<file path="src/spi_req_pkg.sv">
package spi_req_pkg;
  // frame and counts
  localparam int          BYTE_BITS     = 8;
  localparam int          BIT_CNT_W     = 4;
  localparam logic [3:0]  BITS_PER_BYTE = 4'h8;
  // link clock divider for master mode: half period in system clocks
  localparam int          CLK_HZ        = 20000000;
  localparam int          SCK_HALF_NS   = 200;
  localparam int          SCK_HALF_CYC  = (SCK_HALF_NS * (CLK_HZ / 1000000)
                                           + 999) / 1000;
  // reset values of control bits, tx empty flag and data bytes
  localparam logic        RST_MASTER    = 1'b1;
  localparam logic        RST_CLOCK_PHASE      = 1'b1;
  localparam logic        RST_TX_EMPTY  = 1'b1;
  localparam logic [7:0]  RST_BYTE      = 8'h00;
  // buffer depth
  localparam int          BUF_DEPTH     = 2;

  typedef enum logic [1:0] {
    ST_IDLE  = 2'b00,
    ST_SHIFT = 2'b01,
    ST_DONE  = 2'b11
  } xfer_state_t;
endpackage : spi_req_pkg

</file>
<file path="src/rx_buf_if.sv">
`timescale 1ns/1ns
interface rx_buf_if #(parameter int W = 8);
  logic         in_valid;
  logic         in_ready;
  logic [W-1:0] in_data;
  logic         out_valid;
  logic         out_ready;
  logic [W-1:0] out_data;
  modport src  (output in_valid, output in_data, input in_ready,
                input out_valid, input out_data, output out_ready);
  modport buff (input in_valid, input in_data, output in_ready,
                output out_valid, output out_data, input out_ready);
endinterface : rx_buf_if

</file>
<file path="src/rx_skid_buf.sv">
`timescale 1ns/1ns
module rx_skid_buf #(
  parameter int W     = 8,
  parameter int DEPTH = 2
) (
  // clock and reset
  input  wire logic i_clk,
  input  wire logic i_rst_n,
  // buffer ports
  rx_buf_if.buff    bus
);
  if (DEPTH != 2) begin : g_bad_depth
    $error("rx_skid_buf supports depth 2 only");
  end

  logic [W-1:0] mem_q [DEPTH];
  logic [W-1:0] mem_d [DEPTH];
  logic [1:0]   cnt_q, cnt_d;
  logic         wr, rd;

  assign bus.in_ready  = (cnt_q != 2'd2);
  assign bus.out_valid = (cnt_q != 2'd0);
  assign bus.out_data  = mem_q[0];

  always_comb begin
    wr       = bus.in_valid && bus.in_ready;
    rd       = bus.out_valid && bus.out_ready;
    mem_d[0] = mem_q[0];
    mem_d[1] = mem_q[1];
    cnt_d    = cnt_q;
    if (rd) begin
      mem_d[0] = mem_q[1];
    end
    if (wr) begin
      if (cnt_q == 2'd0 || (cnt_q == 2'd1 && rd)) mem_d[0] = bus.in_data;
      else mem_d[1] = bus.in_data;
    end
    cnt_d = cnt_q + {1'b0, wr} - {1'b0, rd};
  end

  always_ff @(posedge i_clk or negedge i_rst_n) begin
    if (!i_rst_n) begin
      cnt_q    <= 2'd0;
      mem_q[0] <= '0;
      mem_q[1] <= '0;
    end else begin
      cnt_q    <= cnt_d;
      mem_q[0] <= mem_d[0];
      mem_q[1] <= mem_d[1];
    end
  end

  property p_no_overfill;
    @(posedge i_clk) disable iff (!i_rst_n)
      cnt_q != 2'd3;
  endproperty
  a_no_overfill: assert property (p_no_overfill)
    else $error("buffer count out of range");
endmodule : rx_skid_buf

</file>
<file path="src/spi_req_ctrl.sv">
`timescale 1ns/1ns
// What this block does
// - tx request needs enable and unit enable
// - rx request ignores unit enable
// - error irq from overrun or select fault
// - select fault never set when disabled
// - cpu mode: status read then data read
// - dma mode: any data read clears rx
// - data write clears tx empty flag
// - system reset restores everything
// - disabled: tx empty, abort, release pins
// - control bits and rx full, overrun, fault flags survive disable
// - master select fault clears unit enable
// - stop halts; reset aborts and resets
// - break clearing allowed keeps flags cleared
// - break protect keeps flags and steps
// - protected break data write does nothing
// - miso driven only as selected slave
// - enabled unit owns pin directions
// - master drives clock; eight cycles each
// - deselected slave ignores clock edges
// - select input only slave or fault-enabled
// - fault clear: status read, control write
// - overrun clear; no move while set
module spi_req_ctrl #(
  parameter int HALF_CYC = spi_req_pkg::SCK_HALF_CYC
) (
  // clock and reset
  input  wire logic       i_clk,
  input  wire logic       i_rst_n,
  // control bits
  input  wire logic       i_unit_enable_wr,
  input  wire logic       i_unit_enable_val,
  input  wire logic       i_master_select,
  input  wire logic       i_clock_phase,
  input  wire logic       i_clock_polarity,
  input  wire logic       i_dma_select,
  input  wire logic       i_tx_req_enable,
  input  wire logic       i_rx_req_enable,
  input  wire logic       i_error_irq_enable,
  input  wire logic       i_select_fault_enable,
  // mode inputs
  input  wire logic       i_stop_mode,
  input  wire logic       i_break_active,
  input  wire logic       i_break_clear_enable,
  // access strobes
  input  wire logic       i_status_rd,
  input  wire logic       i_data_rd,
  input  wire logic       i_data_wr,
  input  wire logic       i_control_wr,
  input  wire logic [7:0] i_data_wdata,
  // pins
  input  wire logic       i_sck,
  input  wire logic       i_ss_n,
  input  wire logic       i_miso,
  input  wire logic       i_mosi,
  output logic            o_sck,
  output logic            o_sck_oe,
  output logic            o_mosi,
  output logic            o_mosi_oe,
  output logic            o_miso,
  output logic            o_miso_oe,
  // status and requests
  output logic            o_unit_enable,
  output logic            o_tx_empty_flag,
  output logic            o_rx_full_flag,
  output logic            o_overrun_flag,
  output logic            o_select_fault_flag,
  output logic [7:0]      o_rx_data,
  output logic            o_tx_irq,
  output logic            o_tx_dma,
  output logic            o_rx_irq,
  output logic            o_rx_dma,
  output logic            o_err_irq
);
  if (HALF_CYC < 1 || HALF_CYC > 256) begin : g_bad_half
    $error("HALF_CYC must lie between 1 and 256");
  end

  // three-stage samplers on pins
  logic [2:0] sck_s_q, ss_s_q, miso_s_q, mosi_s_q;
  logic       sck_f_q, ss_f_q;
  always_ff @(posedge i_clk or negedge i_rst_n) begin
    if (!i_rst_n) begin
      sck_s_q  <= '0;
      ss_s_q   <= 3'b111;
      miso_s_q <= '0;
      mosi_s_q <= '0;
      sck_f_q  <= 1'b0;
      ss_f_q   <= 1'b1;
    end else begin
      sck_s_q  <= {sck_s_q[1:0], i_sck};
      ss_s_q   <= {ss_s_q[1:0], i_ss_n};
      miso_s_q <= {miso_s_q[1:0], i_miso};
      mosi_s_q <= {mosi_s_q[1:0], i_mosi};
      if (sck_s_q[1] == sck_s_q[2]) sck_f_q <= sck_s_q[2];
      if (ss_s_q[1] == ss_s_q[2]) ss_f_q <= ss_s_q[2];
    end
  end
  logic sck_now, ss_n;
  assign sck_now = (sck_s_q[1] == sck_s_q[2]) ? sck_s_q[2] : sck_f_q;
  assign ss_n    = (ss_s_q[1] == ss_s_q[2]) ? ss_s_q[2] : ss_f_q;

  // state
  spi_req_pkg::xfer_state_t st_q, st_d;
  logic       en_q, en_d;
  logic       tx_e_q, tx_e_d, rx_f_q, rx_f_d, ovr_q, ovr_d, sf_q, sf_d;
  logic       rx_arm_q, rx_arm_d, ovr_arm_q, ovr_arm_d, sf_arm_q, sf_arm_d;
  logic [7:0] txb_q, txb_d, sh_q, sh_d, rxd_q, rxd_d;
  logic [3:0] bits_q, bits_d;
  logic [7:0] div_q, div_d;
  logic       sck_q, sck_d, lead_q, lead_d;
  logic       tx_pend_q, tx_pend_d;
  logic       ss_prev_q, sck_prev_q;

  // received bytes pass a two-entry buffer toward the receive register
  rx_buf_if #(.W(spi_req_pkg::BYTE_BITS)) rb ();
  rx_skid_buf #(.W(spi_req_pkg::BYTE_BITS), .DEPTH(spi_req_pkg::BUF_DEPTH))
    u_buf (.i_clk(i_clk), .i_rst_n(i_rst_n), .bus(rb));

  logic run, ss_used, ss_sel, protect, sck_rise, sck_fall, ss_fall, ss_rise;
  logic sample_edge, byte_done, fault, rx_move;
  always_comb begin
    run      = en_q && !i_stop_mode;
    ss_used  = en_q && (!i_master_select || i_select_fault_enable);
    ss_sel   = ss_used && !ss_n;
    protect  = i_break_active && !i_break_clear_enable;
    sck_rise = sck_now && !sck_prev_q;
    sck_fall = !sck_now && sck_prev_q;
    ss_fall  = !ss_n && ss_prev_q;
    ss_rise  = ss_n && !ss_prev_q;
    // slave: rise or fall by polarity xor phase; master: leading edge
    if (i_master_select) begin
      sample_edge = lead_q;
    end else begin
      sample_edge = ss_sel && ((i_clock_polarity ^ i_clock_phase) ?
                               sck_fall : sck_rise);
    end
    fault = i_select_fault_enable && en_q &&
            ((i_master_select && !ss_n) ||
             (!i_master_select && ss_rise && (st_q != spi_req_pkg::ST_IDLE ||
              !i_clock_phase)));
    byte_done = run && sample_edge && (bits_q == spi_req_pkg::BITS_PER_BYTE
                                       - 4'h1);
    rx_move   = rb.out_valid && !ovr_q && !rx_f_q;
  end

  assign rb.in_valid  = byte_done;
  assign rb.in_data   = {sh_q[6:0], i_master_select ? miso_s_q[2]
                                                    : mosi_s_q[2]};
  assign rb.out_ready = rx_move || (rb.out_valid && rx_f_q && !ovr_q &&
                                    byte_done);

  always_comb begin
    st_d = st_q; en_d = en_q; tx_e_d = tx_e_q; rx_f_d = rx_f_q;
    ovr_d = ovr_q; sf_d = sf_q; rx_arm_d = rx_arm_q; ovr_arm_d = ovr_arm_q;
    sf_arm_d = sf_arm_q; txb_d = txb_q; sh_d = sh_q; rxd_d = rxd_q;
    bits_d = bits_q; div_d = div_q; sck_d = sck_q; lead_d = 1'b0;
    tx_pend_d = tx_pend_q;
    if (i_unit_enable_wr) en_d = i_unit_enable_val;
    // software clearing steps, frozen during protected break
    if (!protect) begin
      if (i_status_rd) begin
        rx_arm_d  = rx_f_q;
        ovr_arm_d = ovr_q;
        sf_arm_d  = sf_q;
      end
      if (i_data_rd) begin
        if (i_dma_select || rx_arm_q) rx_f_d = 1'b0;
        if (ovr_arm_q) ovr_d = 1'b0;
        rx_arm_d = 1'b0;
        ovr_arm_d = 1'b0;
      end
      if (i_control_wr) begin
        if (sf_arm_q) sf_d = 1'b0;
        sf_arm_d = 1'b0;
      end
      if (i_data_wr) begin
        tx_e_d    = 1'b0;
        txb_d     = i_data_wdata;
        tx_pend_d = 1'b1;
      end
    end
    if (fault) begin
      sf_d = 1'b1;
      sf_arm_d = 1'b0;
      if (i_master_select) en_d = 1'b0;
    end
    if (rx_move) begin
      rxd_d  = rb.out_data;
      rx_f_d = 1'b1;
    end
    if (byte_done && (rx_f_q || ovr_q) && !rx_move) ovr_d = 1'b1;
    // transfer engine
    if (run) begin
      case (st_q)
        spi_req_pkg::ST_IDLE: begin
          if (tx_pend_q && (i_master_select || ss_sel)) begin
            sh_d = txb_q; tx_pend_d = 1'b0; tx_e_d = 1'b1;
            bits_d = '0; div_d = '0;
            st_d = spi_req_pkg::ST_SHIFT;
          end else if (!i_master_select && ss_sel && ss_fall) begin
            sh_d = spi_req_pkg::RST_BYTE; bits_d = '0;
            st_d = spi_req_pkg::ST_SHIFT;
          end
        end
        spi_req_pkg::ST_SHIFT: begin
          if (i_master_select) begin
            if (div_q == 8'(HALF_CYC - 1)) begin
              div_d = '0;
              sck_d = !sck_q;
              lead_d = (sck_q == i_clock_polarity);
            end else div_d = div_q + 8'h01;
          end
          if (sample_edge) begin
            sh_d = {sh_q[6:0], i_master_select ? miso_s_q[2]
                                               : mosi_s_q[2]};
            bits_d = bits_q + 4'h1;
            if (byte_done) st_d = spi_req_pkg::ST_DONE;
          end
          if (!i_master_select && ss_n) st_d = spi_req_pkg::ST_IDLE;
        end
        spi_req_pkg::ST_DONE: begin
          if (div_q == 8'(HALF_CYC - 1) || !i_master_select) begin
            sck_d = i_clock_polarity; div_d = '0;
            st_d = spi_req_pkg::ST_IDLE;
          end else div_d = div_q + 8'h01;
        end
        default: st_d = spi_req_pkg::ST_IDLE;
      endcase
    end
    if (!en_q) begin
      tx_e_d = 1'b1; st_d = spi_req_pkg::ST_IDLE;
      sh_d = spi_req_pkg::RST_BYTE; bits_d = '0; div_d = '0;
      sck_d = i_clock_polarity; tx_pend_d = 1'b0;
    end
  end

  always_ff @(posedge i_clk or negedge i_rst_n) begin
    if (!i_rst_n) begin
      st_q <= spi_req_pkg::ST_IDLE; en_q <= 1'b0;
      tx_e_q <= spi_req_pkg::RST_TX_EMPTY; rx_f_q <= 1'b0;
      ovr_q <= 1'b0; sf_q <= 1'b0; rx_arm_q <= 1'b0;
      ovr_arm_q <= 1'b0; sf_arm_q <= 1'b0;
      txb_q <= spi_req_pkg::RST_BYTE; sh_q <= spi_req_pkg::RST_BYTE;
      rxd_q <= spi_req_pkg::RST_BYTE; bits_q <= '0; div_q <= '0;
      sck_q <= 1'b0; lead_q <= 1'b0; tx_pend_q <= 1'b0;
      ss_prev_q <= 1'b1; sck_prev_q <= 1'b0;
    end else begin
      st_q <= st_d; en_q <= en_d; tx_e_q <= tx_e_d; rx_f_q <= rx_f_d;
      ovr_q <= ovr_d; sf_q <= sf_d; rx_arm_q <= rx_arm_d;
      ovr_arm_q <= ovr_arm_d; sf_arm_q <= sf_arm_d;
      txb_q <= txb_d; sh_q <= sh_d; rxd_q <= rxd_d; bits_q <= bits_d;
      div_q <= div_d; sck_q <= sck_d; lead_q <= lead_d;
      tx_pend_q <= tx_pend_d; ss_prev_q <= ss_n; sck_prev_q <= sck_now;
    end
  end

  // registered outputs, requests are levels of flag and enables
  logic tx_req, rx_req, err_req;
  always_comb begin
    tx_req  = tx_e_d && i_tx_req_enable && en_d;
    rx_req  = rx_f_d && i_rx_req_enable;
    err_req = i_error_irq_enable && (ovr_d || sf_d);
  end
  always_ff @(posedge i_clk or negedge i_rst_n) begin
    if (!i_rst_n) begin
      o_tx_irq <= 1'b0; o_tx_dma <= 1'b0; o_rx_irq <= 1'b0;
      o_rx_dma <= 1'b0; o_err_irq <= 1'b0;
      o_unit_enable <= 1'b0; o_tx_empty_flag <= spi_req_pkg::RST_TX_EMPTY;
      o_rx_full_flag <= 1'b0; o_overrun_flag <= 1'b0;
      o_select_fault_flag <= 1'b0; o_rx_data <= spi_req_pkg::RST_BYTE;
      o_sck <= 1'b0; o_sck_oe <= 1'b0; o_mosi <= 1'b0; o_mosi_oe <= 1'b0;
      o_miso <= 1'b0; o_miso_oe <= 1'b0;
    end else begin
      o_tx_irq <= tx_req && !i_dma_select;
      o_tx_dma <= tx_req && i_dma_select;
      o_rx_irq <= rx_req && !i_dma_select;
      o_rx_dma <= rx_req && i_dma_select;
      o_err_irq <= err_req;
      o_unit_enable <= en_d; o_tx_empty_flag <= tx_e_d;
      o_rx_full_flag <= rx_f_d; o_overrun_flag <= ovr_d;
      o_select_fault_flag <= sf_d; o_rx_data <= rxd_d;
      o_sck <= sck_d;
      o_sck_oe <= en_d && i_master_select;
      o_mosi <= sh_d[7];
      o_mosi_oe <= en_d && i_master_select;
      o_miso <= sh_d[7];
      o_miso_oe <= en_d && !i_master_select && !ss_n;
    end
  end

  // checks
  property p_tx_gate;
    @(posedge i_clk) disable iff (!i_rst_n)
      o_tx_irq |-> (o_unit_enable && o_tx_empty_flag && !o_tx_dma);
  endproperty
  a_tx_gate: assert property (p_tx_gate) else $error("tx req gating");
  property p_rx_req;
    @(posedge i_clk) disable iff (!i_rst_n)
      (o_rx_irq || o_rx_dma) |-> o_rx_full_flag;
  endproperty
  a_rx_req: assert property (p_rx_req) else $error("rx req flag");
  property p_err;
    @(posedge i_clk) disable iff (!i_rst_n)
      o_err_irq |-> (o_overrun_flag || o_select_fault_flag);
  endproperty
  a_err: assert property (p_err) else $error("err req source");
  property p_sf_off;
    @(posedge i_clk) disable iff (!i_rst_n)
      (!i_select_fault_enable && !o_select_fault_flag) |=>
        !o_select_fault_flag || $past(i_select_fault_enable);
  endproperty
  a_sf_off: assert property (p_sf_off) else $error("fault set off");
  property p_dma_clr;
    @(posedge i_clk) disable iff (!i_rst_n)
      (i_dma_select && i_data_rd && !protect && !rx_move) |=>
        !o_rx_full_flag;
  endproperty
  a_dma_clr: assert property (p_dma_clr) else $error("dma rx clr");
  property p_tx_clr;
    @(posedge i_clk) disable iff (!i_rst_n)
      (i_data_wr && !protect && en_q && !tx_pend_q) |=> !o_tx_empty_flag;
  endproperty
  a_tx_clr: assert property (p_tx_clr) else $error("tx clr");
  property p_dis;
    @(posedge i_clk) disable iff (!i_rst_n)
      (!en_q && !(i_unit_enable_wr && i_unit_enable_val)) |=>
        (o_tx_empty_flag && !o_sck_oe && !o_mosi_oe);
  endproperty
  a_dis: assert property (p_dis) else $error("disable state");
  property p_miso;
    @(posedge i_clk) disable iff (!i_rst_n)
      o_miso_oe |-> ($past(ss_n) == 1'b0);
  endproperty
  a_miso: assert property (p_miso) else $error("miso drive");
  property p_brk;
    @(posedge i_clk) disable iff (!i_rst_n)
      (protect && !byte_done && !rx_move && !fault && en_q) |=>
        $stable(o_rx_full_flag) && $stable(o_overrun_flag);
  endproperty
  a_brk: assert property (p_brk) else $error("break protect");
  c_byte: cover property (@(posedge i_clk) disable iff (!i_rst_n)
    byte_done);
  c_ovr: cover property (@(posedge i_clk) disable iff (!i_rst_n)
    $rose(o_overrun_flag));
  c_fault: cover property (@(posedge i_clk) disable iff (!i_rst_n)
    $rose(o_select_fault_flag));
endmodule : spi_req_ctrl

</file>
<file path="config.mk">
export PLATFORM = sky130hd
export DESIGN_NAME = spi_req_ctrl
export DESIGN_NICKNAME = d
export VERILOG_FILES = /design/src/spi_req_pkg.sv /design/src/rx_buf_if.sv /design/src/rx_skid_buf.sv /design/src/spi_req_ctrl.sv
export SDC_FILE = /design/constraint.sdc
export NUM_CORES = 1
export LEC_CHECK = 0
export BUFFER_PORTS_ARGS = -buffer_cell sky130_fd_sc_hd__buf_2
export CAP_MARGIN = 25
export CORE_MARGIN = 2
export CORE_UTILIZATION = 41
export DETAILED_ROUTE_END_ITERATION = 16
export SLEW_MARGIN = 20
export SYNTH_ARGS = -nofsm -noshare
export SYNTH_HDL_FRONTEND = slang
export SYNTH_SLANG_ARGS = --single-unit
</file>
<file path="constraint.sdc">
create_clock -name i_clk -period 2.5 [get_ports i_clk]
set_input_delay 0.5 -clock i_clk [delete_from_list [all_inputs] [get_ports i_clk]]
set_output_delay 0.5 -clock i_clk [all_outputs]
set_load 0.03 [all_outputs]
</file>
==> metrics.md, run 1 <==
| Metric | Value |
|---|---|
| Hold_ws | `0.132 ns` |
| Worst slew pin tran | `0.761 ns` |
| Sink Count | `88` |
| Switching share of power | `27.0%` |
| Global placer's final weighted congestion | `0.837` |
| Max-slew violations | `0` |
| Max-cap viol count | `0` |
| Setup_tns | `0 ns` |
| Chip Width | `105 um` |
| Fin crit share | `91.6%` |
| First-pass GRT wire length | `15.4 mm` |
| GRT Resource Usage Total | `17.3%` |
| NumNets Final | `495` |
| I/O Buffers | `54` |
| DP Area | `4690 sq um` |
| CP Max Fanout | `12` |
| Fillcell total | `892` |
| Internal | `2.14 mW` |
| Critical Path AT | `2.53 ns` |
| EDFF count, synth | `0` |
| Drt wl/cell | `15.3 um` |
| Pwr Total | `2.93 mW` |
| Mean area per synthesized cell | `10.6 sq um` |
| Final Instance Area | `4890 sq um` |
| Setup ws final | `0.211 ns` |
| CP required | `2.74 ns` |
| Status | `complete, no violations` |
| Final antenna-violating net count | `0` |
| Post-CTS setup buffers | `0` |
| Layout cells sized above 1 | `29.0%` |
| Diodes inserted | `0` |
| First-pass iteration count of the detailed router | `5` |
| Net Sw Power | `0.793 mW` |
| DRT iter0 DRCs | `134` |
| CTS root buffer | `clkbuf_8` |
| Residual DRC count | `0` |
| Clock period minus worst slack | `2.29 ns` |
| CTS tree | `done` |
| Vias per inst | `5.39` |
| Yosys Warn Count | `0` |
| FFs w/ async S/R, synth | `100%` |
| Nature of the critical path endpoint | `flip-flop` |
| Largest net degree at the start of global routing | `44` |
| Final Hold Vio Count | `0` |
| H-tree Lvls | `3` |
| Comb pwr share | `13.8%` |
| Top_reg_cell synth | `dfrtp_1` |
| Core area | `9860 sq um` |
| Clk pwr share | `33.7%` |
| Congestion Overflow GR | `0` |
| Pre-CTS setup slack | `0.0819 ns` |
| Antenna violations before repair | `0` |
| Final setup violation count | `0` |
| Peak VDD IR | `302 uV` |
| CTS resizes | `0` |
| LEAKAGE | `2.24 nW` |
| Maximum clock insertion buffer count | `2` |
| Setup CP Type | `flip-flop to flip-flop` |
| Vias in the first global route | `3163` |
| Via count | `3225` |
| Post-synthesis sequential area ratio | `52.5%` |
| Netlist cell types | `56` |
| Rel. slew slack | `49.1%` |
| Layout Skew | `0.00940 ns` |
| Vert. Die Dim | `105 um` |
| Startpoint Class | `flip-flop` |
| Fmax achieved | `437 MHz` |
| Area delta synth->final | `16.2%` |
| # IOs | `55` |
| Detailed Place HPWL | `6.48 mm` |
| Post-Synthesis Cells | `396` |
| Flop pwr share | `52.6%` |
| Cts bufs inserted | `9` |
| PwrDens | `600 nW/um^2` |
| Worst hold path type | `primary input to asynchronous set/reset pin` |
| Yosys reg bits | `88` |
| Mapped Nets | `431` |
| Initial core utilization | `42.6%` |
| RSZ-0062 raised after global routing | `no` |
| Synth Cell Area | `4210 sq um` |
| Row count | `36` |
| Full die area | `11100 sq um` |
| Cts hold-fix bufs | `0` |
| Later-pin clock latency in the skew report | `0.35 ns` |
| Total Routed Length | `9.13 mm` |
| Clock Pin Slew Worst Setup and Hold Paths | `0.09 ns` |
-- final timing paths --
kind                              endpoint       start  slack, ns  depth (start not counted)
worst max-delay path               sh_q[6]   ss_s_q[1]       0.21                          5
worst min-delay path              div_q[3]     i_rst_n       0.13                          1
worst max register to register     sh_q[6]   ss_s_q[1]       0.21                          5
worst min register to register  sck_s_q[1]  sck_s_q[0]       0.35                          0
max in group asynchronous        ss_s_q[0]     i_rst_n       1.72                          2
min in group i_clk               ss_s_q[0]      i_ss_n       0.25                          1
-- critical path: stages (launching register included) --
cell      delay [ns]
dfstp_2         0.59
nor2_1          0.05
a311oi_1        0.33
a21oi_1         0.15
a31oi_2         0.65
mux2_2          0.41
-- metrics by stage --
stage / std cells / utilization (%)
2_1_floorplan: 396 / -
3_3_place_gp: 582 / 47.5
3_5_place_dp: 582 / 47.5
4_1_cts: 598 / 49.5
5_1_grt: 598 / 49.5
6_report: 598 / 49.5
-- registers in the layout (all words and copies together) (netlist names), 2 cells and up --
register and flops:
div_q 8, u_buf.bus.out_data 8, ss_s_q 3, mosi_s_q 3
sck_s_q 3, u_buf.cnt_q 2, st_q 2, bits_q 4
u_buf.mem_q 8, miso_s_q 3, o_rx_data 8, sh_q 8
txb_q 8
-- Yosys cell counts (9+ instances only) --
master / n / area (sq um)
dfrtp_1: 83 / 2080
nor2_1: 11 / 41.3
o22a_1: 9 / 78.8
clkbuf_1: 9 / 33.8
inv_1: 10 / 37.5
nor3b_1: 9 / 67.6
a21oi_1: 38 / 190
nand2_1: 53 / 199
nor3_1: 9 / 45.0
o21ai_0: 20 / 100
mux2_2: 34 / 383
nand3_1: 13 / 65.1
-- layout by cell type, fill, tap and decap left out, drive strengths merged, types with 3 or more instances in the layout --
cell    count
a211oi      4
a21o        7
a21oi      38
a31oi       6
and3        3
buf        71
clkbuf     11
clkinv      3
dfrtp      83
dfstp       5
ha          4
inv        10
mux2       35
mux2i       5
nand2      53
nand2b      7
nand3      13
nor2       12
nor2b       8
nor3        9
nor3b       9
nor4        4
o21ai      21
o22a        9
xnor2       3
-- power by group through the flow --
stage | combinational (mW) | clock [mW] | sequential [mW]
after floorplan | 0.218 | 0 | 1.60
after global placement | 0.400 | 0 | 1.57
after detailed placement | 0.407 | 0 | 1.57
after CTS | 0.408 | 1.02 | 1.54
after global routing | 0.447 | 1.08 | 1.55
final | 0.404 | 0.987 | 1.54
-- layout make-up --
| type | instances | area [sq um] | share of cell area [%] |
|---|---|---|---|
| flip-flops and latches | 88 | 2210 | 45.2 |
| well taps | 133 | 166 | 3.41 |
| repair buffers | 71 | 413 | 8.45 |
| multi-input cells | 280 | 1860 | 38.1 |
| inverters | 10 | 37.5 | 0.768 |
| clock inverters | 5 | 56.3 | 1.15 |
| clock buffers | 11 | 141 | 2.89 |
-- routing by layer --
metal / GRT usage, % / part of all wire [%] / vias to the layer above
met5: 0 / 0 / -
met4: 4.67 / 0.71 / 0
met3: 4.02 / 4.7 / 6
met1: 23.8 / 48 / 1579
met2: 27.4 / 47 / 99
li1: - / - / 1541
-- kinds of logic after synthesis --
| kind of cell | share of synthesized area [%] |
|---|---|
| xor gates and xnor gates | 0.833 |
| adders and majority gates | 1.70 |
| AOI/OAI and AO/OA | 15.0 |
| buffers and inverters | 3.18 |
| muxes | 10.6 |
| DFF | 52.5 |
| and+or+nand+nor | 16.2 |
(Power assumes the default switching activity.)
==> run 2: changes to the inputs <==
--- a/config.mk
+++ b/config.mk
@@ -10,6 +10,7 @@
 export CORE_MARGIN = 2
 export CORE_UTILIZATION = 41
 export DETAILED_ROUTE_END_ITERATION = 16
+export RECOVER_POWER = 100
 export SLEW_MARGIN = 20
 export SYNTH_ARGS = -nofsm -noshare
 export SYNTH_HDL_FRONTEND = slang
==> run 2 against run 1 <==
Sequential power about the same. Power down 0.46%. Global-route usage unchanged. Non-clock buffer count is the same. Worst setup slack lost 0.076 ns. Clock-buffer cell count did not move. Critical path type unchanged. Critical endpoint is now u_buf.bus.out_data[0]. Highest routed layer unchanged.
==> metrics.md, run 2 (synthesis results as in run 1) <==
| Metric | Value |
|---|---|
| CTS resizes | `0 (unchanged)` |
| Clock Pin Slew Worst Setup and Hold Paths | `0.09 ns (about the same)` |
| Rel. slew slack | `28.3% (was 49.1%)` |
| Status | `complete, no violations (unchanged)` |
| Max-cap viol count | `0 (unchanged)` |
| Largest net degree at the start of global routing | `44 (unchanged)` |
| Post-CTS setup buffers | `0 (unchanged)` |
| Fillcell total | `902 (was 892)` |
| Final cell count without fillers | `598 (unchanged)` |
| Via count | `3212 (was 3225)` |
| Commonest non-fill, non-tap cells in the layout | `dfrtp_1, nand2_1, a21oi_1 (was dfrtp_1, nand2_1, buf_2)` |
| Reg2reg path depth | `6 (was 5)` |
| Layout cells sized above 1 | `22.2% (was 29.0%)` |
| Drt wl/cell | `15.2 um (was 15.3 um)` |
| Vias per inst | `5.37 (was 5.39)` |
| Final setup violation count | `0 (unchanged)` |
| Flop pwr share | `52.9% (was 52.6%)` |
| Total Routed Length | `9.11 mm (was 9.13 mm)` |
| Vert. Die Dim | `105 um (unchanged)` |
| Critical Path AT | `2.61 ns (was 2.53 ns)` |
| Global placer's final weighted congestion | `0.837 (unchanged)` |
| LEAKAGE | `2.11 nW (was 2.24 nW)` |
| GRT Resource Usage Total | `17.3% (unchanged)` |
| Chip Width | `105 um (unchanged)` |
| Detailed Place HPWL | `6.48 mm (unchanged)` |
| # IOs | `55 (unchanged)` |
| Clock period minus worst slack | `2.36 ns (was 2.29 ns)` |
| Diodes inserted | `0 (unchanged)` |
| H-tree Lvls | `3 (unchanged)` |
| Net Sw Power | `0.794 mW (was 0.793 mW)` |
| Peak VDD IR | `302 uV (about the same)` |
| Pre-CTS setup slack | `0.0819 ns (unchanged)` |
| Final antenna-violating net count | `0 (unchanged)` |
| Worst R2R End | `u_buf.bus.out_data[0] (was sh_q[6])` |
| Setup CP Type | `flip-flop to flip-flop (unchanged)` |
| I/O Buffers | `54 (unchanged)` |
| CTS root buffer | `clkbuf_8 (unchanged)` |
| Final Hold Vio Count | `0 (unchanged)` |
| Worst slew pin tran | `1.08 ns (was 0.761 ns)` |
| Final Instance Area | `4820 sq um (was 4890 sq um)` |
| Antenna violations before repair | `0 (unchanged)` |
| Most common cell after layout, fill and taps aside | `dfrtp_1 (unchanged)` |
| CP required | `2.74 ns (about the same)` |
| Maximum clock insertion buffer count | `2 (unchanged)` |
| Sink Count | `88 (unchanged)` |
| Cts hold-fix bufs | `0 (unchanged)` |
| Row count | `36 (unchanged)` |
| Cts bufs inserted | `9 (unchanged)` |
| CP Max Fanout | `12 (unchanged)` |
| Startpoint Class | `flip-flop (unchanged)` |
| Placed Cells | `582 (unchanged)` |
| Hold depth | `1` |
| First-pass iteration count of the detailed router | `5 (unchanged)` |
| Fmax achieved | `423 MHz (was 437 MHz)` |
| Setup ws final | `0.135 ns (was 0.211 ns)` |
| Vias in the first global route | `3163 (unchanged)` |
| Fin crit share | `94.6% (was 91.6%)` |
| Final core utilization | `48.8% (was 49.5%)` |
| Setup_tns | `0 ns (unchanged)` |
| NumNets Final | `495 (unchanged)` |
| Internal | `2.12 mW (was 2.14 mW)` |
| Clk pwr share | `33.9% (was 33.7%)` |
| Hold_ws | `0.245 ns (was 0.132 ns)` |
| Pwr Total | `2.92 mW (was 2.93 mW)` |
| RSZ-0062 raised after global routing | `no (unchanged)` |
| Comb pwr share | `13.3% (was 13.8%)` |
| Worst hold endpoint | `ss_s_q[0]` |
| DP Area | `4690 sq um (unchanged)` |
| CTS tree | `done (unchanged)` |
| Residual DRC count | `0 (unchanged)` |
| Layout Skew | `0.00912 ns (was 0.00940 ns)` |
| Min-delay src | `i_ss_n` |
| R2r setup slk | `0.14 ns (was 0.21 ns)` |
| Full die area | `11100 sq um (unchanged)` |
| FF-to-FF Start | `ss_s_q[2] (was ss_s_q[1])` |
| Worst hold path type | `primary input to flip-flop (was primary input to asynchronous set/reset pin)` |
| PwrDens | `606 nW/um^2 (was 600 nW/um^2)` |
| Initial core utilization | `42.6% (unchanged)` |
| DRT iter0 DRCs | `146 (was 134)` |
| Max-slew violations | `0 (unchanged)` |
| Switching share of power | `27.2% (was 27.0%)` |
| Later-pin clock latency in the skew report | `0.35 ns (about the same)` |
| First-pass GRT wire length | `15.4 mm (unchanged)` |
| Congestion Overflow GR | `0 (unchanged)` |
| Core area | `9860 sq um (unchanged)` |
| Area delta synth->final | `14.5% (was 16.2%)` |
| Nature of the critical path endpoint | `flip-flop (unchanged)` |
## run 2: layer usage
layer  vias up  wire length, um  global-route usage [%]
met2        87             4260                    27.4
met3         6              516                    4.02
met5         -                0                       0
met4         0               63                    4.67
li1       1545                -                       -
met1      1574             4270                    23.8
## run 2: area by class of cell
cell class / count / area (sq um) / area share [%]
sequential: 88 / 2210 / 45.8
multi-input combinational: 280 / 1860 / 38.5
clock inverter: 5 / 56.3 / 1.17
timing repair buffer: 71 / 350 / 7.27
tap: 133 / 166 / 3.45
inverter: 10 / 37.5 / 0.779
clock buffer: 11 / 141 / 2.94
## run 2: worst max-delay path by stage
stage | slack (ns) | cells after the start | end | start
final | 0.14 | 6 | u_buf.bus.out_data[0] | ss_s_q[2]
after global routing | 0.03 | 6 | u_buf.bus.out_data[7] | ss_s_q[2]
after CTS | 0.20 | 5 | sh_q[6] | ss_s_q[1]
after detailed placement | 0.08 | 6 | sh_q[6] | i_clock_polarity
after global placement | 0.12 | 6 | bits_q[2] | i_clock_polarity
after floorplan | 0.08 | 11 | u_buf.cnt_q[1] | o_unit_enable
## run 2: power groups by stage
stage	clock network, mW	registers (mW)	logic (mW)
finish	0.988	1.54	0.388
detailed placement	0	1.57	0.407
global route	1.08	1.55	0.432
CTS	1.02	1.54	0.408
global placement	0	1.57	0.400
floorplan	0	1.60	0.218
## run 2: critical path, stage by stage, from the launching register on
cell	delay (ns)
dfstp_2	0.40
maj3_1	0.44
nor4_2	0.33
a21oi_1	0.16
buf_4	0.21
or2_0	0.42
o22a_1	0.29
==> run 3: changes to the inputs <==
--- a/config.mk
+++ b/config.mk
@@ -11,6 +11,7 @@
 export CORE_UTILIZATION = 41
 export DETAILED_ROUTE_END_ITERATION = 16
 export RECOVER_POWER = 100
+export REMOVE_ABC_BUFFERS = 1
 export SLEW_MARGIN = 20
 export SYNTH_ARGS = -nofsm -noshare
 export SYNTH_HDL_FRONTEND = slang
==> run 3 against run 2 <==
Global-route usage rose by 0.41 points. Clock power fell by 3.6%. Power fell by 1.3%. Fmax fell by 0.19%. Critical path type unchanged. Largest power group unchanged. Highest routed layer unchanged.
==> metrics.md, run 3 (synthesis results as in run 1) <==
| Metric | Value |
|---|---|
| Status | `complete, no violations (unchanged)` |
| RSZ-0062 raised after global routing | `no (unchanged)` |
| Final antenna-violating net count | `0 (unchanged)` |
| Commonest non-fill, non-tap cells in the layout | `dfrtp_1, nand2_1, a21oi_1 (unchanged)` |
| Total Routed Length | `9.21 mm (was 9.11 mm)` |
| GRT Resource Usage Total | `17.7% (was 17.3%)` |
| LEAKAGE | `2.09 nW (was 2.11 nW)` |
| NumNets Final | `493 (was 495)` |
| Initial core utilization | `42.6% (unchanged)` |
| CTS resizes | `0 (unchanged)` |
| Diodes inserted | `0 (unchanged)` |
| Startpoint Class | `flip-flop (unchanged)` |
| Pre-CTS setup slack | `0.0423 ns (was 0.0819 ns)` |
| Met1 Wirelength | `4.51 mm (was 4.27 mm)` |
| Nature of the critical path endpoint | `flip-flop (unchanged)` |
| Worst hold path type | `primary input to flip-flop (unchanged)` |
| Setup CP Type | `flip-flop to flip-flop (unchanged)` |
| Chip Width | `105 um (unchanged)` |
| Congestion Overflow GR | `0 (unchanged)` |
| Setup_tns | `0 ns (unchanged)` |
| I/O Buffers | `54 (unchanged)` |
| Final Instance Area | `4790 sq um (was 4820 sq um)` |
| Vert. Die Dim | `105 um (unchanged)` |
| Worst slew pin tran | `1.14 ns (was 1.08 ns)` |
| Internal | `2.08 mW (was 2.12 mW)` |
| DRT iter0 DRCs | `99 (was 146)` |
| Max-slew violations | `0 (unchanged)` |
| Row count | `36 (unchanged)` |
| Worst R2R End | `u_buf.mem_q[4] (was u_buf.bus.out_data[0])` |
| Post-CTS setup buffers | `0 (unchanged)` |
| CP Max Fanout | `12 (unchanged)` |
| Later-pin clock latency in the skew report | `0.37 ns (was 0.35 ns)` |
| Global placer's final weighted congestion | `0.837 (about the same)` |
| Rel. slew slack | `24.1% (was 28.3%)` |
| Via count | `3144 (was 3212)` |
| Area delta synth->final | `13.9% (was 14.5%)` |
| Max-cap viol count | `0 (unchanged)` |
| Hold_ws | `0.232 ns (was 0.245 ns)` |
| Switching share of power | `27.9% (was 27.2%)` |
| Clock period minus worst slack | `2.37 ns (was 2.36 ns)` |
| Hold depth | `1 (unchanged)` |
| Clk pwr share | `33.1% (was 33.9%)` |
| DP Area | `4660 sq um (was 4690 sq um)` |
| FF-to-FF Start | `ss_s_q[2] (unchanged)` |
| Residual DRC count | `0 (unchanged)` |
| First-pass iteration count of the detailed router | `4 (was 5)` |
| Worst hold endpoint | `ss_s_q[0] (unchanged)` |
| Final setup violation count | `0 (unchanged)` |
| Full die area | `11100 sq um (unchanged)` |
| Vias per inst | `5.28 (was 5.37)` |
| Comb pwr share | `13.3% (about the same)` |
| CTS tree | `done (unchanged)` |
| Met3 WL | `421 um (was 516 um)` |
| Detailed Place HPWL | `6.51 mm (was 6.48 mm)` |
| Cts bufs inserted | `9 (unchanged)` |
| # IOs | `55 (unchanged)` |
| Peak VDD IR | `430 uV (was 302 uV)` |
| Maximum clock insertion buffer count | `2 (unchanged)` |
| Net Sw Power | `0.804 mW (was 0.794 mW)` |
| Vias in the first global route | `3105 (was 3163)` |
| Fin crit share | `94.8% (was 94.6%)` |
| H-tree Lvls | `3 (unchanged)` |
| Most common cell after layout, fill and taps aside | `dfrtp_1 (unchanged)` |
| First-pass GRT wire length | `15.6 mm (was 15.4 mm)` |
| Top sig layer | `met4 (unchanged)` |
| Antenna violations before repair | `0 (unchanged)` |
| Met2 wire length | `4.17 mm (was 4.26 mm)` |
| Drt wl/cell | `15.5 um (was 15.2 um)` |
| Fmax achieved | `422 MHz (was 423 MHz)` |
| Final Hold Vio Count | `0 (unchanged)` |
| Min-delay src | `i_ss_n (unchanged)` |
| Critical Path AT | `2.63 ns (was 2.61 ns)` |
| Layout Skew | `0.00909 ns (was 0.00912 ns)` |
| CP required | `2.76 ns (was 2.74 ns)` |
| Cts hold-fix bufs | `0 (unchanged)` |
| Reg2reg path depth | `6 (unchanged)` |
| CTS root buffer | `clkbuf_8 (unchanged)` |
| Largest net degree at the start of global routing | `46 (was 44)` |
| Setup ws final | `0.131 ns (was 0.135 ns)` |
| Sink Count | `88 (unchanged)` |
| R2r setup slk | `0.13 ns (was 0.14 ns)` |
| Layout cells sized above 1 | `21.8% (was 22.2%)` |
| Clock Pin Slew Worst Setup and Hold Paths | `0.09 ns (about the same)` |
| Core area | `9860 sq um (unchanged)` |
| Flop pwr share | `53.6% (was 52.9%)` |
| PwrDens | `601 nW/um^2 (was 606 nW/um^2)` |
## run 3: changes by cell type in the layout (fill, tap and decap cells not counted)
| cell | previous run | this run |
|---|---|---|
| buf_4 | 12 | 7 |
| clkbuf_1 | 29 | 31 |
| clkbuf_8 | 10 | 12 |
| buf_2 | 28 | 29 |
| bufinv_16 | 1 | 0 |
| clkbuf_2 | 3 | 2 |
| clkinv_4 | 1 | 2 |
| clkinvlp_4 | 1 | 0 |
| maj3_1 | 2 | 1 |
| maj3_2 | 0 | 1 |
| nor2_1 | 12 | 11 |
| nor2_2 | 0 | 1 |
## run 3: power by group through the flow
stage | clock network, mW | registers [mW] | logic (mW)
2_1_floorplan | 0 | 1.62 | 0.187
3_3_place_gp | 0 | 1.57 | 0.394
3_5_place_dp | 0 | 1.57 | 0.401
4_1_cts | 1.00 | 1.54 | 0.403
5_1_grt | 1.05 | 1.55 | 0.427
6_report | 0.952 | 1.54 | 0.384
## run 3: worst max-delay path: stages (launching register included)
cell and delay, ns:
dfstp_2 0.40, maj3_2 0.38, nor4_2 0.34, a21oi_1 0.17
buf_4 0.21, nor2_2 0.38, mux2_2 0.39
## run 3: worst max-delay path by stage
stage,from,to,slack (ns)
after CTS,ss_s_q[1],u_buf.mem_q[4],0.13
after detailed placement,i_master_select,sh_q[0],0.04
after global placement,i_master_select,sh_q[7],0.09
after global routing,ss_s_q[1],sh_q[7],0.005
after floorplan,ss_prev_q,u_buf.cnt_q[1],0.004
final,ss_s_q[2],u_buf.mem_q[4],0.13
## run 3: cell type report
| type | instances | area [sq um] |
|---|---|---|
| Fill cell | 937 | 5070 |
| Sequential cell | 88 | 2210 |
| Multi-Input combinational cell | 280 | 1860 |
| Timing Repair Buffer | 69 | 324 |
| Tap cell | 133 | 166 |
| Clock buffer | 12 | 165 |
| Inverter | 10 | 37.5 |
| Clock inverter | 4 | 27.5 |
## run 3: metrics by stage
| step | std cells | power [mW] | utilization (%) |
|---|---|---|---|
| 6_report | 596 | 2.88 | 48.6 |
| 5_1_grt | 596 | 3.03 | 48.6 |
| 4_1_cts | 596 | 2.95 | 49.2 |
| 3_5_place_dp | 580 | 1.97 | 47.3 |
| 3_3_place_gp | 580 | 1.96 | 47.3 |
| 2_1_floorplan | 378 | 1.80 | - |
## run 3: layer usage
layer / GRT usage, % / vias up
li1: - / 1544
met5: 0 / -
met3: 4.45 / 9
met4: 6.38 / 0
met2: 26.8 / 70
met1: 24.7 / 1521
